**src/hdl/spsr_pkg.sv**
```systemverilog
// Package: constants and carrier types for the serial poll status block
package spsr_pkg;

  // Status byte bit positions (weights 1,2,4,...,128)
  localparam int unsigned STB_ALARM    = 0;
  localparam int unsigned STB_TRIG     = 1;
  localparam int unsigned STB_READY    = 2;
  localparam int unsigned STB_SCAN     = 3;
  localparam int unsigned STB_MAV      = 4;
  localparam int unsigned STB_ESB      = 5;
  localparam int unsigned STB_RQS      = 6;
  localparam int unsigned STB_OVERRUN  = 7;

  // Bits whose set wins over a clear in the same cycle
  localparam logic [7:0] STB_SET_WINS  = 8'hC2;

  // Event status bit positions of the three error indications
  localparam int unsigned ESR_DEV_ERR  = 3;
  localparam int unsigned ESR_EXE_ERR  = 4;
  localparam int unsigned ESR_CMD_ERR  = 5;
  localparam logic [7:0] ESR_ERR_MASK  = 8'h38;

  // Values after reset
  localparam logic [7:0] STB_RESET     = 8'h00;
  localparam logic [7:0] ESR_RESET     = 8'h00;
  localparam logic [7:0] SRE_RESET     = 8'h00;
  localparam logic [7:0] ESE_RESET     = 8'h00;

  // Command line progress
  typedef enum logic [1:0] {
    SPSR_ST_READY = 2'b00,
    SPSR_ST_PARSE = 2'b01,
    SPSR_ST_EXEC  = 2'b11
  } spsr_line_state_type;

  // Commands decoded by the device's command parser, one-cycle pulses
  typedef struct packed {
    logic       restore_defaults;
    logic       status_byte_read_cmd;
    logic       event_status_read_cmd;
    logic       error_query;
    logic       set_request_mask_cmd;
    logic       set_event_mask_cmd;
    logic       buffer_reset;
    logic       trigger_reconfig;
    logic [7:0] mask_data;
  } spsr_cmd_type;

  // Device conditions from the same clock domain
  typedef struct packed {
    logic       trigger_detect;
    logic       acq_complete;
    logic       scan_unread;
    logic       queue_nonempty;
    logic       buffer_overrun;
    logic       buffer_empty;
    logic       line_start;
    logic       line_exec;
    logic       line_done;
    logic [7:0] event_set;
  } spsr_cond_type;

endpackage

```
**src/hdl/spsr_flag.sv**
```systemverilog
// One status flag with set, clear and a choice of which one wins
`timescale 1ns/10ps
`default_nettype none
module spsr_flag #(
  parameter bit SET_WINS = 1'b1
) (
  input  wire logic clk_i,
  input  wire logic rst_b_i,
  input  wire logic set_i,
  input  wire logic clr_i,
  output logic      flag_o
);

  logic flag_d;

  always_comb begin
    if (SET_WINS) begin
      flag_d = set_i ? 1'b1 : (clr_i ? 1'b0 : flag_o);
    end else begin
      flag_d = clr_i ? 1'b0 : (set_i ? 1'b1 : flag_o);
    end
  end

  always_ff @(posedge clk_i or negedge rst_b_i) begin
    if (!rst_b_i) begin
      flag_o <= 1'b0;
    end else begin
      flag_o <= flag_d;
    end
  end

endmodule
`default_nettype wire

```
**src/hdl/spsr_status.sv**
```systemverilog
// Serial poll status byte, event status and service request logic
//
// How it works
// - Serial poll returns current status byte
// - Bits track conditions; mask gates requests
// - Bit weights alarm 1 through overrun 128
// - Restore or status read clears all bits except a same-cycle trigger, request or overrun set
// - Event summary cleared by restore, read
// - Error query clears three error indications
// - Alarm bit follows sensed alarm condition
// - Trigger set on detect, cleared on done
// - Ready set idle, cleared while processing
// - Ready returns after execute fully processed
// - Scan bit set while unread scans exist
// - Message bit set while queue non-empty
// - Summary is OR of masked events
// - Event status read returns event register
// - Request bit set, cleared by serial poll
// - Overrun set on overrun, cleared when empty
// - Masked status bits ORed to request summary
// - Request mask alters no stored bit except the request bit
`timescale 1ns/10ps
`default_nettype none
module spsr_status (
  input  wire logic                   clk_i,
  input  wire logic                   rst_b_i,
  input  wire logic                   alarm_pin_i,
  input  wire logic                   serial_poll_i,
  input  wire spsr_pkg::spsr_cmd_type cmd_i,
  input  wire spsr_pkg::spsr_cond_type cond_i,
  output logic [7:0]                  poll_byte_o,
  output logic                        poll_valid_o,
  output logic [7:0]                  resp_byte_o,
  output logic                        resp_valid_o,
  output logic [7:0]                  status_byte_o,
  output logic [7:0]                  event_status_o,
  output logic [7:0]                  service_request_mask_o,
  output logic [7:0]                  event_status_mask_o,
  output logic                        ready_o,
  output logic                        srq_out_o,
  output logic                        srq_oe_b_o
);
  import spsr_pkg::*;

  ////////////////////////////////////////////////////////////////////
  // Declarations

  logic                alarm_meta_q;
  logic                alarm_sync_q;
  spsr_line_state_type line_q;
  spsr_line_state_type line_d;
  logic [7:0]          stb;
  logic [7:0]          stb_set;
  logic [7:0]          stb_clr;
  logic [7:0]          event_status_bits;
  logic [7:0]          esr_set;
  logic [7:0]          esr_clr;
  logic [7:0]          sre_q;
  logic [7:0]          ese_q;
  logic                esb_cond;
  logic                summary;
  logic                summary_q;
  logic                line_idle;
  logic                stb_wipe;

  ////////////////////////////////////////////////////////////////////
  // Alarm comes from a pin, so it is synchronised first

  always_ff @(posedge clk_i or negedge rst_b_i) begin
    if (!rst_b_i) begin
      alarm_meta_q <= 1'b0;
      alarm_sync_q <= 1'b0;
    end else begin
      alarm_meta_q <= alarm_pin_i;
      alarm_sync_q <= alarm_meta_q;
    end
  end

  ////////////////////////////////////////////////////////////////////
  // Command line progress

  always_comb begin
    line_d = line_q;
    case (line_q)
      SPSR_ST_READY: begin
        if (cond_i.line_start) begin
          line_d = SPSR_ST_PARSE;
        end
      end
      SPSR_ST_PARSE: begin
        if (cond_i.line_exec) begin
          line_d = SPSR_ST_EXEC;
        end
      end
      SPSR_ST_EXEC: begin
        // Only the end of the execute step, or a restore, frees the parser
        if (cond_i.line_done) begin
          line_d = SPSR_ST_READY;
        end
      end
      default: begin
        line_d = SPSR_ST_READY;
      end
    endcase
    if (cmd_i.restore_defaults) begin
      line_d = SPSR_ST_READY;
    end
  end

  always_ff @(posedge clk_i or negedge rst_b_i) begin
    if (!rst_b_i) begin
      line_q <= SPSR_ST_READY;
    end else begin
      line_q <= line_d;
    end
  end

  // Ready only while no line is in flight
  assign line_idle = (line_q == SPSR_ST_READY) && !cond_i.line_start;

  ////////////////////////////////////////////////////////////////////
  // Masks written by the set-mask commands

  always_ff @(posedge clk_i or negedge rst_b_i) begin
    if (!rst_b_i) begin
      sre_q <= SRE_RESET;
    end else if (cmd_i.restore_defaults) begin
      sre_q <= SRE_RESET;
    end else if (cmd_i.set_request_mask_cmd) begin
      sre_q <= cmd_i.mask_data;
    end
  end

  always_ff @(posedge clk_i or negedge rst_b_i) begin
    if (!rst_b_i) begin
      ese_q <= ESE_RESET;
    end else if (cmd_i.restore_defaults) begin
      ese_q <= ESE_RESET;
    end else if (cmd_i.set_event_mask_cmd) begin
      ese_q <= cmd_i.mask_data;
    end
  end

  ////////////////////////////////////////////////////////////////////
  // Event status register

  always_comb begin
    esr_set = cond_i.event_set;
    esr_clr = {8{cmd_i.restore_defaults}};
    if (cmd_i.error_query) begin
      esr_clr = esr_clr | ESR_ERR_MASK;
    end
  end

  // An event in the clearing cycle is kept
  for (genvar e = 0; e < 8; e++) begin : g_esr
    spsr_flag #(
      .SET_WINS (1'b1)
    ) u_esr (
      .clk_i   (clk_i),
      .rst_b_i (rst_b_i),
      .set_i   (esr_set[e]),
      .clr_i   (esr_clr[e]),
      .flag_o  (event_status_bits[e])
    );
  end

  assign esb_cond = |(event_status_bits & ese_q);

  ////////////////////////////////////////////////////////////////////
  // Status byte set and clear terms

  // Both clearing commands wipe the byte
  assign stb_wipe = cmd_i.restore_defaults | cmd_i.status_byte_read_cmd;

  // Tracking bits let the clear win, so a read drops them for one
  // cycle and a still present condition sets them again
  always_comb begin
    stb_set = 8'h00;
    stb_clr = {8{stb_wipe}};
    stb_set[STB_ALARM]   = alarm_sync_q;
    stb_clr[STB_ALARM]   = stb_wipe | !alarm_sync_q;
    stb_set[STB_TRIG]    = cond_i.trigger_detect;
    stb_clr[STB_TRIG]    = stb_wipe | cond_i.acq_complete
                         | cmd_i.trigger_reconfig;
    stb_set[STB_READY]   = line_idle;
    stb_clr[STB_READY]   = stb_wipe | !line_idle;
    stb_set[STB_SCAN]    = cond_i.scan_unread;
    stb_clr[STB_SCAN]    = stb_wipe | !cond_i.scan_unread;
    stb_set[STB_MAV]     = cond_i.queue_nonempty;
    stb_clr[STB_MAV]     = stb_wipe | !cond_i.queue_nonempty;
    stb_set[STB_ESB]     = esb_cond;
    stb_clr[STB_ESB]     = stb_wipe | !esb_cond;
    stb_set[STB_RQS]     = summary && !summary_q && !stb[STB_RQS];
    stb_clr[STB_RQS]     = stb_wipe | serial_poll_i;
    stb_set[STB_OVERRUN] = cond_i.buffer_overrun;
    stb_clr[STB_OVERRUN] = stb_wipe | cond_i.buffer_empty
                         | cmd_i.buffer_reset;
  end

  // Status bits other than the request bit never see the request mask
  for (genvar b = 0; b < 8; b++) begin : g_stb
    spsr_flag #(
      .SET_WINS (STB_SET_WINS[b])
    ) u_stb (
      .clk_i   (clk_i),
      .rst_b_i (rst_b_i),
      .set_i   (stb_set[b]),
      .clr_i   (stb_clr[b]),
      .flag_o  (stb[b])
    );
  end

  ////////////////////////////////////////////////////////////////////
  // Masked summary and the request line

  // Own request bit left out so it cannot feed itself
  always_comb begin
    logic [7:0] gated;
    gated = stb & sre_q;
    gated[STB_RQS] = 1'b0;
    summary = |gated;
  end

  always_ff @(posedge clk_i or negedge rst_b_i) begin
    if (!rst_b_i) begin
      summary_q <= 1'b0;
    end else begin
      summary_q <= summary;
    end
  end

  // Open-drain line: pull low while a request stands
  always_ff @(posedge clk_i or negedge rst_b_i) begin
    if (!rst_b_i) begin
      srq_oe_b_o <= 1'b1;
      srq_out_o  <= 1'b0;
    end else begin
      srq_oe_b_o <= !stb_set[STB_RQS] && (stb_clr[STB_RQS] || !stb[STB_RQS]);
      srq_out_o  <= 1'b0;
    end
  end

  ////////////////////////////////////////////////////////////////////
  // Serial poll answer

  // Byte is the one standing when the poll arrives
  always_ff @(posedge clk_i or negedge rst_b_i) begin
    if (!rst_b_i) begin
      poll_byte_o  <= STB_RESET;
      poll_valid_o <= 1'b0;
    end else begin
      poll_valid_o <= serial_poll_i;
      if (serial_poll_i) begin
        poll_byte_o <= stb;
      end
    end
  end

  ////////////////////////////////////////////////////////////////////
  // Responses to the status read commands

  // Status read takes the byte before the wipe lands
  always_ff @(posedge clk_i or negedge rst_b_i) begin
    if (!rst_b_i) begin
      resp_byte_o  <= 8'h00;
      resp_valid_o <= 1'b0;
    end else begin
      resp_valid_o <= cmd_i.status_byte_read_cmd
                   | cmd_i.event_status_read_cmd;
      if (cmd_i.status_byte_read_cmd) begin
        resp_byte_o <= stb;
      end else if (cmd_i.event_status_read_cmd) begin
        resp_byte_o <= event_status_bits;
      end
    end
  end

  ////////////////////////////////////////////////////////////////////
  // Registered views for the rest of the device

  always_ff @(posedge clk_i or negedge rst_b_i) begin
    if (!rst_b_i) begin
      status_byte_o          <= STB_RESET;
      event_status_o         <= ESR_RESET;
      service_request_mask_o <= SRE_RESET;
      event_status_mask_o    <= ESE_RESET;
      ready_o                <= 1'b0;
    end else begin
      status_byte_o          <= stb;
      event_status_o         <= event_status_bits;
      service_request_mask_o <= sre_q;
      event_status_mask_o    <= ese_q;
      ready_o                <= stb[STB_READY];
    end
  end

endmodule
`default_nettype wire
```
**config.mk**
```make
export PLATFORM = sky130hd
export DESIGN_NAME = spsr_status
export DESIGN_NICKNAME = d
export VERILOG_FILES = /design/src/hdl/spsr_pkg.sv /design/src/hdl/spsr_flag.sv /design/src/hdl/spsr_status.sv
export SDC_FILE = /design/constraint.sdc
export NUM_CORES = 1
export LEC_CHECK = 0
export ABC_AREA = 1
export BUFFER_PORTS_ARGS = -buffer_cell sky130_fd_sc_hd__buf_4
export CAP_MARGIN = 20
export CORE_MARGIN = 2
export CORE_UTILIZATION = 48
export CTS_BUF_LIST = sky130_fd_sc_hd__clkbuf_2 sky130_fd_sc_hd__clkbuf_4 sky130_fd_sc_hd__clkbuf_8
export DETAILED_ROUTE_END_ITERATION = 12
export GPL_TIMING_DRIVEN = 0
export HOLD_SLACK_MARGIN = 0.15
export PLACE_DENSITY = 0.79
export SLEW_MARGIN = 20
export SYNTH_ARGS = -nofsm -noshare
export SYNTH_HDL_FRONTEND = slang
export SYNTH_SLANG_ARGS = --single-unit
```
**constraint.sdc**
```tcl
create_clock -name clk_i -period 0.84 [get_ports clk_i]
set_input_delay 0.168 -clock clk_i [delete_from_list [all_inputs] [get_ports clk_i]]
set_output_delay 0.168 -clock clk_i [all_outputs]
set_load 0.02 [all_outputs]
```
Yosys cells after proc, flatten, opt, wreduce, memory -nomap -nowiden
Cells that the tools add are included.

Memories: 0. Word-level logic and storage cells: 132. RAM bits: 0. Register bits after elaboration: 89. Output and inout bits: 53. Input port bits: 37. Memory bits (read-only): 0. Latch bits: 0.

$mul: 0. Magnitude comparators: 0. Shift-type cells: 0. Equal/unequal tests: 5. Muxes and demuxes: 44. Bitwise logic cells: 14. Div/mod/pow operators: 0. Reductions and logical operators: 37. $add $sub $neg: 0.

Operator list (number): $mux W8 (6); $reduce_bool A2 Y1 (19); $mux W1 (32); $and A8 B8 Y8 (2); $or A1 B1 Y1 (12); $logic_not A1 Y1 (9); $ne A3 B3 Y1 const B (3); $mux W2 (4); $reduce_or A8 Y1 (1); $reduce_or A7 Y1 (1); $mux W6 (1); $pmux W2 S3 (1); $logic_and A1 B1 Y1 (4); $reduce_and A3 Y1 (1); $eq A2 B1 Y1 const B (1); $eq A2 B2 Y1 const B (1); $logic_not A2 Y1 (1); $logic_or A1 B1 Y1 (1).

Logic depth before layout (Yosys ltp)
Word-level depth: 6. Depth in mapped cells: 6.

By module
From an unflattened synthesis, not the netlist that was laid out.

Cells, all modules: 305. Area, all modules: 3184.3 µm².

Modules (own cells, without submodules): spsr_status (cells an instance 235, times used 1, seq. area each 1803.0 µm², area an instance 2581.2 µm²); spsr_flag at g_esr[0].u_esr ... (cells an instance 5, times used 11, seq. area each 25.0 µm², area an instance 40.0 µm²); spsr_flag at g_stb[0].u_stb ... (cells an instance 3, times used 5, seq. area each 25.0 µm², area an instance 32.5 µm²).

Least setup slack after synthesis
Ideal clock, no wire load.

Path kind: input-to-reg. Start: input port cmd_i[13] in the netlist's numbering. End: register resp_byte_o[0]. Stages: 5. Path buffers: 2. Arrival time: 0.800 ns. Setup slack: -0.084 ns. Required time: 0.715 ns. Library setup time: 0.125 ns. Cell sequence: buf_2 or2_1 buf_6 o21ai_2 a21oi_1.

Word-level cells in the longest chain between the ends: 1.

Ends and longest elaborated chain: from (decl) (line spsr_status.sv:29) `input wire spsr_pkg::spsr_cmd_type cmd_i,`; $reduce_bool A2 Y1 (no source line); to (signal assigned) (line spsr_status.sv:272) `resp_byte_o <= stb;`; to (signal assigned) (line spsr_status.sv:274) `resp_byte_o <= event_status_bits;`; to (decl) (line spsr_status.sv:33) `output logic [7:0] resp_byte_o,`.

No other way between the ends. A chain may end at the register's enable or synchronous reset.

Worst setup path in the final report
Start: register status_byte_o[2]. End: output port status_byte_o[2].

RTL lines: from (decl) (line spsr_status.sv:35) `output logic [7:0] status_byte_o,`; from (signal assigned) (line spsr_status.sv:290) `status_byte_o <= stb;`.

No word-level cell between the ends.

==> summary.txt <==
Clock network
  – Clock root buffer: clkbuf_8
  – Num CTS Buffers: 9
  – Htree depth: 3
  – Hold Buf Count CTS: 23
  – Max Root-Sink Buffers: 2
  – CTS tree: built
  – CTS sink count: between 80 and 90
  – Worst skew pair latency: roughly 350 ps
  – Reg clk slew, reported paths: around 80 ps

Final layout
  – Layout fillers: 371
  – Layout cells sized above 1: approximately 44%
  – Number of diodes: 0
  – Layout Area Growth over Synthesis: 60.0%
  – Final #Nets: ~460
  – Fin cells: around 510

Die
  – Core ar.: 6280 um2
  – Die area: 7070 um2
  – Row cnt: 29
  – Top Ports: 90
  – DIE HEIGHT: between 80 and 90 um
  – Starting Density: around 49%
  – Die W: roughly 84 um

Placed design
  – Number of buffers added on ports: between 80 and 90
  – Placed cells: around 430
  – Final HPWL from detailed placement: between 4000 and 5000 um
  – RePlAce Congestion: 0.849
  – Worst slack, placed: -272 ps

Logic synthesis
  – Post-Synthesis Cell Area: about 3100 um2
  – Syn. warnings: 0
  – Ys flop type: dfrtp_1
  – Post-Synthesis Cells: roughly 270
  – Post-synth cell types: 22
  – Synthesized Nets: roughly 310
  – Async set-or-reset flop fraction in the synthesized netlist: between 90% and 100%
  – Sequential area share after synthesis: between 70% and 80%
  – EDFF count, synth: 0
  – Syn Area/Cell: 11.3 um2
  – FF+latch count, synth: 88

Global route
  – Most used routing layer: met2
  – Overflow after GRT: 0
  – Initial antenna violation count: 0
  – GRT Resource Usage Total: between 20% and 30%
  – Largest net degree at the start of global routing: 89
  – GR Util met3: between 5 and 6%
  – Vias in the first global route: about 2500
  – Met2 GRT Util: between 30% and 40%
  – Met1 Use GR: 28.3%
  – First-pass GRT wire length: roughly 12000 um

Routing
  – WL per Instance: 16.5 um
  – Total Wirelength: approximately 8400 um
  – Initial drt markers: between 200 and 250
  – Routed vias: 2566
  – Pre-antenna DRT Iters: 4
  – Avg Vias per Cell: ~5.1
  – ANT nets after route: 0
  – Residual DRC: 0

Pwr
  – Worst VDD drop: around 0.0012 V
  – Leakage: around 0.0024 uW
  – Pwr dens: 1910 nW/um2

Outcome
  – Status: complete, but fails checks
  – Failing checks: negative hold slack, negative setup slack

Critical path
  – CP startpoint kind: flop
  – CP arrival: 1000 ps
  – Setup CP Type: flop to output pin
  – Reg2reg start: g_stb[7].u_stb.flag_o
  – Worst Path Required: 670 ps
  – Worst Setup End Kind: output pin
  – CP Max Fanout: 2
  – Critical Path Source: status_byte_o[2]

STA
  – Hold_ws: -131 ps
  – Final period util: 139%
  – Worst Setup Slack, final: -326 ps
  – Final setup fails: 67
  – Unrepaired setup endpoints after global routing: true
  – Worst slew margin: between 40% and 50%
  – Fin. max-slew vios: 0
  – Setup_tns: -11660 ps
  – Final clock skew: just under 10 ps
  – Final hold viol count: 87
  – Fmax: roughly 860 MHz
  – Crit path time final: between 1000 and 1500 ps
  – Worst Max-Slew Pin Slew: about 770 ps

Hold path
  – Worst Hold Class: input port to async pin

Job
  – Max cap viols: 0
==> Yosys cell counts (2+ instances only) <==
library cell / n / share of area [%]
o21bai_1: 3 / 0.73
buf_6: 3 / 1.1
inv_1: 20 / 2.4
a21oi_1: 18 / 2.9
o21ai_0: 17 / 2.8
nor2_1: 32 / 3.9
o21ai_2: 8 / 2.3
buf_4: 3 / 0.73
dfrtp_1: 87 / 71
nor3_1: 2 / 0.33
buf_2: 4 / 0.65
a21o_1: 6 / 1.5
nand2_1: 60 / 7.3
==> repair_timing <==
item,CTS,global route
hold endpoints to repair,126,102
resized for setup,70,46
pin swaps,12,16
setup buffers,22,17
gates cloned,0,0
setup endpoints to repair,61,72
==> state kept, by name (all words and copies together), names as in the netlist, 2 cells and up <==
signal and count:
sre_q 8, status_byte_o 8, event_status_mask_o 8, resp_byte_o 8
event_status_o 8, g_esr.u_esr.flag_o 8, g_stb.u_stb.flag_o 8, ese_q 8
line_q 2, poll_byte_o 8, service_request_mask_o 8
==> area by class of cell <==
class	instances	area, um2	area share [%]
clock inverter	6	68.8	1.40
multi-input combinational	154	883	17.9
inverter	20	82.6	1.68
timing repair buffer	143	1370	27.9
clock buffer	10	131	2.67
sequential	88	2200	44.8
tap	77	96.3	1.96
buffer	10	86.3	1.75
==> where the power goes <==
| part | internal, uW | switching (uW) |
|---|---|---|
| Sequential | 4530 | 227 |
| Clock | 1420 | 1480 |
| Combinational | 898 | 862 |
==> worst max-delay path: stages, from the launching register on <==
cell and delay [ps]:
dfrtp_1 410, buf_6 130, buf_6 120
==> per-stage QoR <==
stage	hold slack [ps]	power [uW]	area [um2]	utilization, %
finish	-131	9420	4930	78.5
global route	-70.5	9790	4930	78.5
CTS	49.2	9220	4660	74.3
detailed placement	279	5970	3820	60.9
global placement	279	5930	3820	60.9
floorplan	-128	5330	3090	-
==> metal layers <==
metal	share of wire, %	wire [um]	vias to the layer above
li1	-	-	1173
met3	5.9	497	22
met1	37	3110	1259
met5	0	0	-
met2	54	4550	112
met4	2.6	216	0
==> worst paths after layout <==
path | endpoint | slack, ps | cells past startpoint
max | status_byte_o[2] | -330 | 2
min | service_request_mask_o[3] | -130 | 1
max reg2reg | g_stb[7].u_stb.flag_o | -170 | 3
min reg2reg | alarm_sync_q | 360 | 0
max in group asynchronous | g_stb[7].u_stb.flag_o | 420 | 1
min in group clk_i | resp_byte_o[4] | 40 | 2
==> logic make-up after synthesis <==
logic type             share of synthesized area, %
AND/OR/NAND/NOR                                12.7
flip-flops                                     71.6
AO/OA/AOI/OAI                                  10.7
buffers and inverters                          4.92
other                                         0.122
==> cell usage in the layout (no fill, tap or decap), types with 2 or more instances in the layout <==
cell type	synthesis	routed
nor2_4	1	5
nor2_2	0	3
buf_6	3	70
buf_2	4	3
nor2_1	32	25
nand2_1	60	54
o21ai_4	0	3
inv_1	20	15
o21ai_2	8	5
a21oi_1	18	9
a21o_1	6	6
o21ai_0	17	13
dfrtp_1	87	86
o21bai_1	3	3
nand2_2	0	4
clkinv_4	0	2
inv_2	0	2
o21ai_1	0	4
inv_4	0	3
a21oi_2	0	9
buf_4	3	58
clkbuf_8	0	9
nand2_4	0	2
dlygate4sd3_1	0	22
Power figures use the tool's default switching activity.
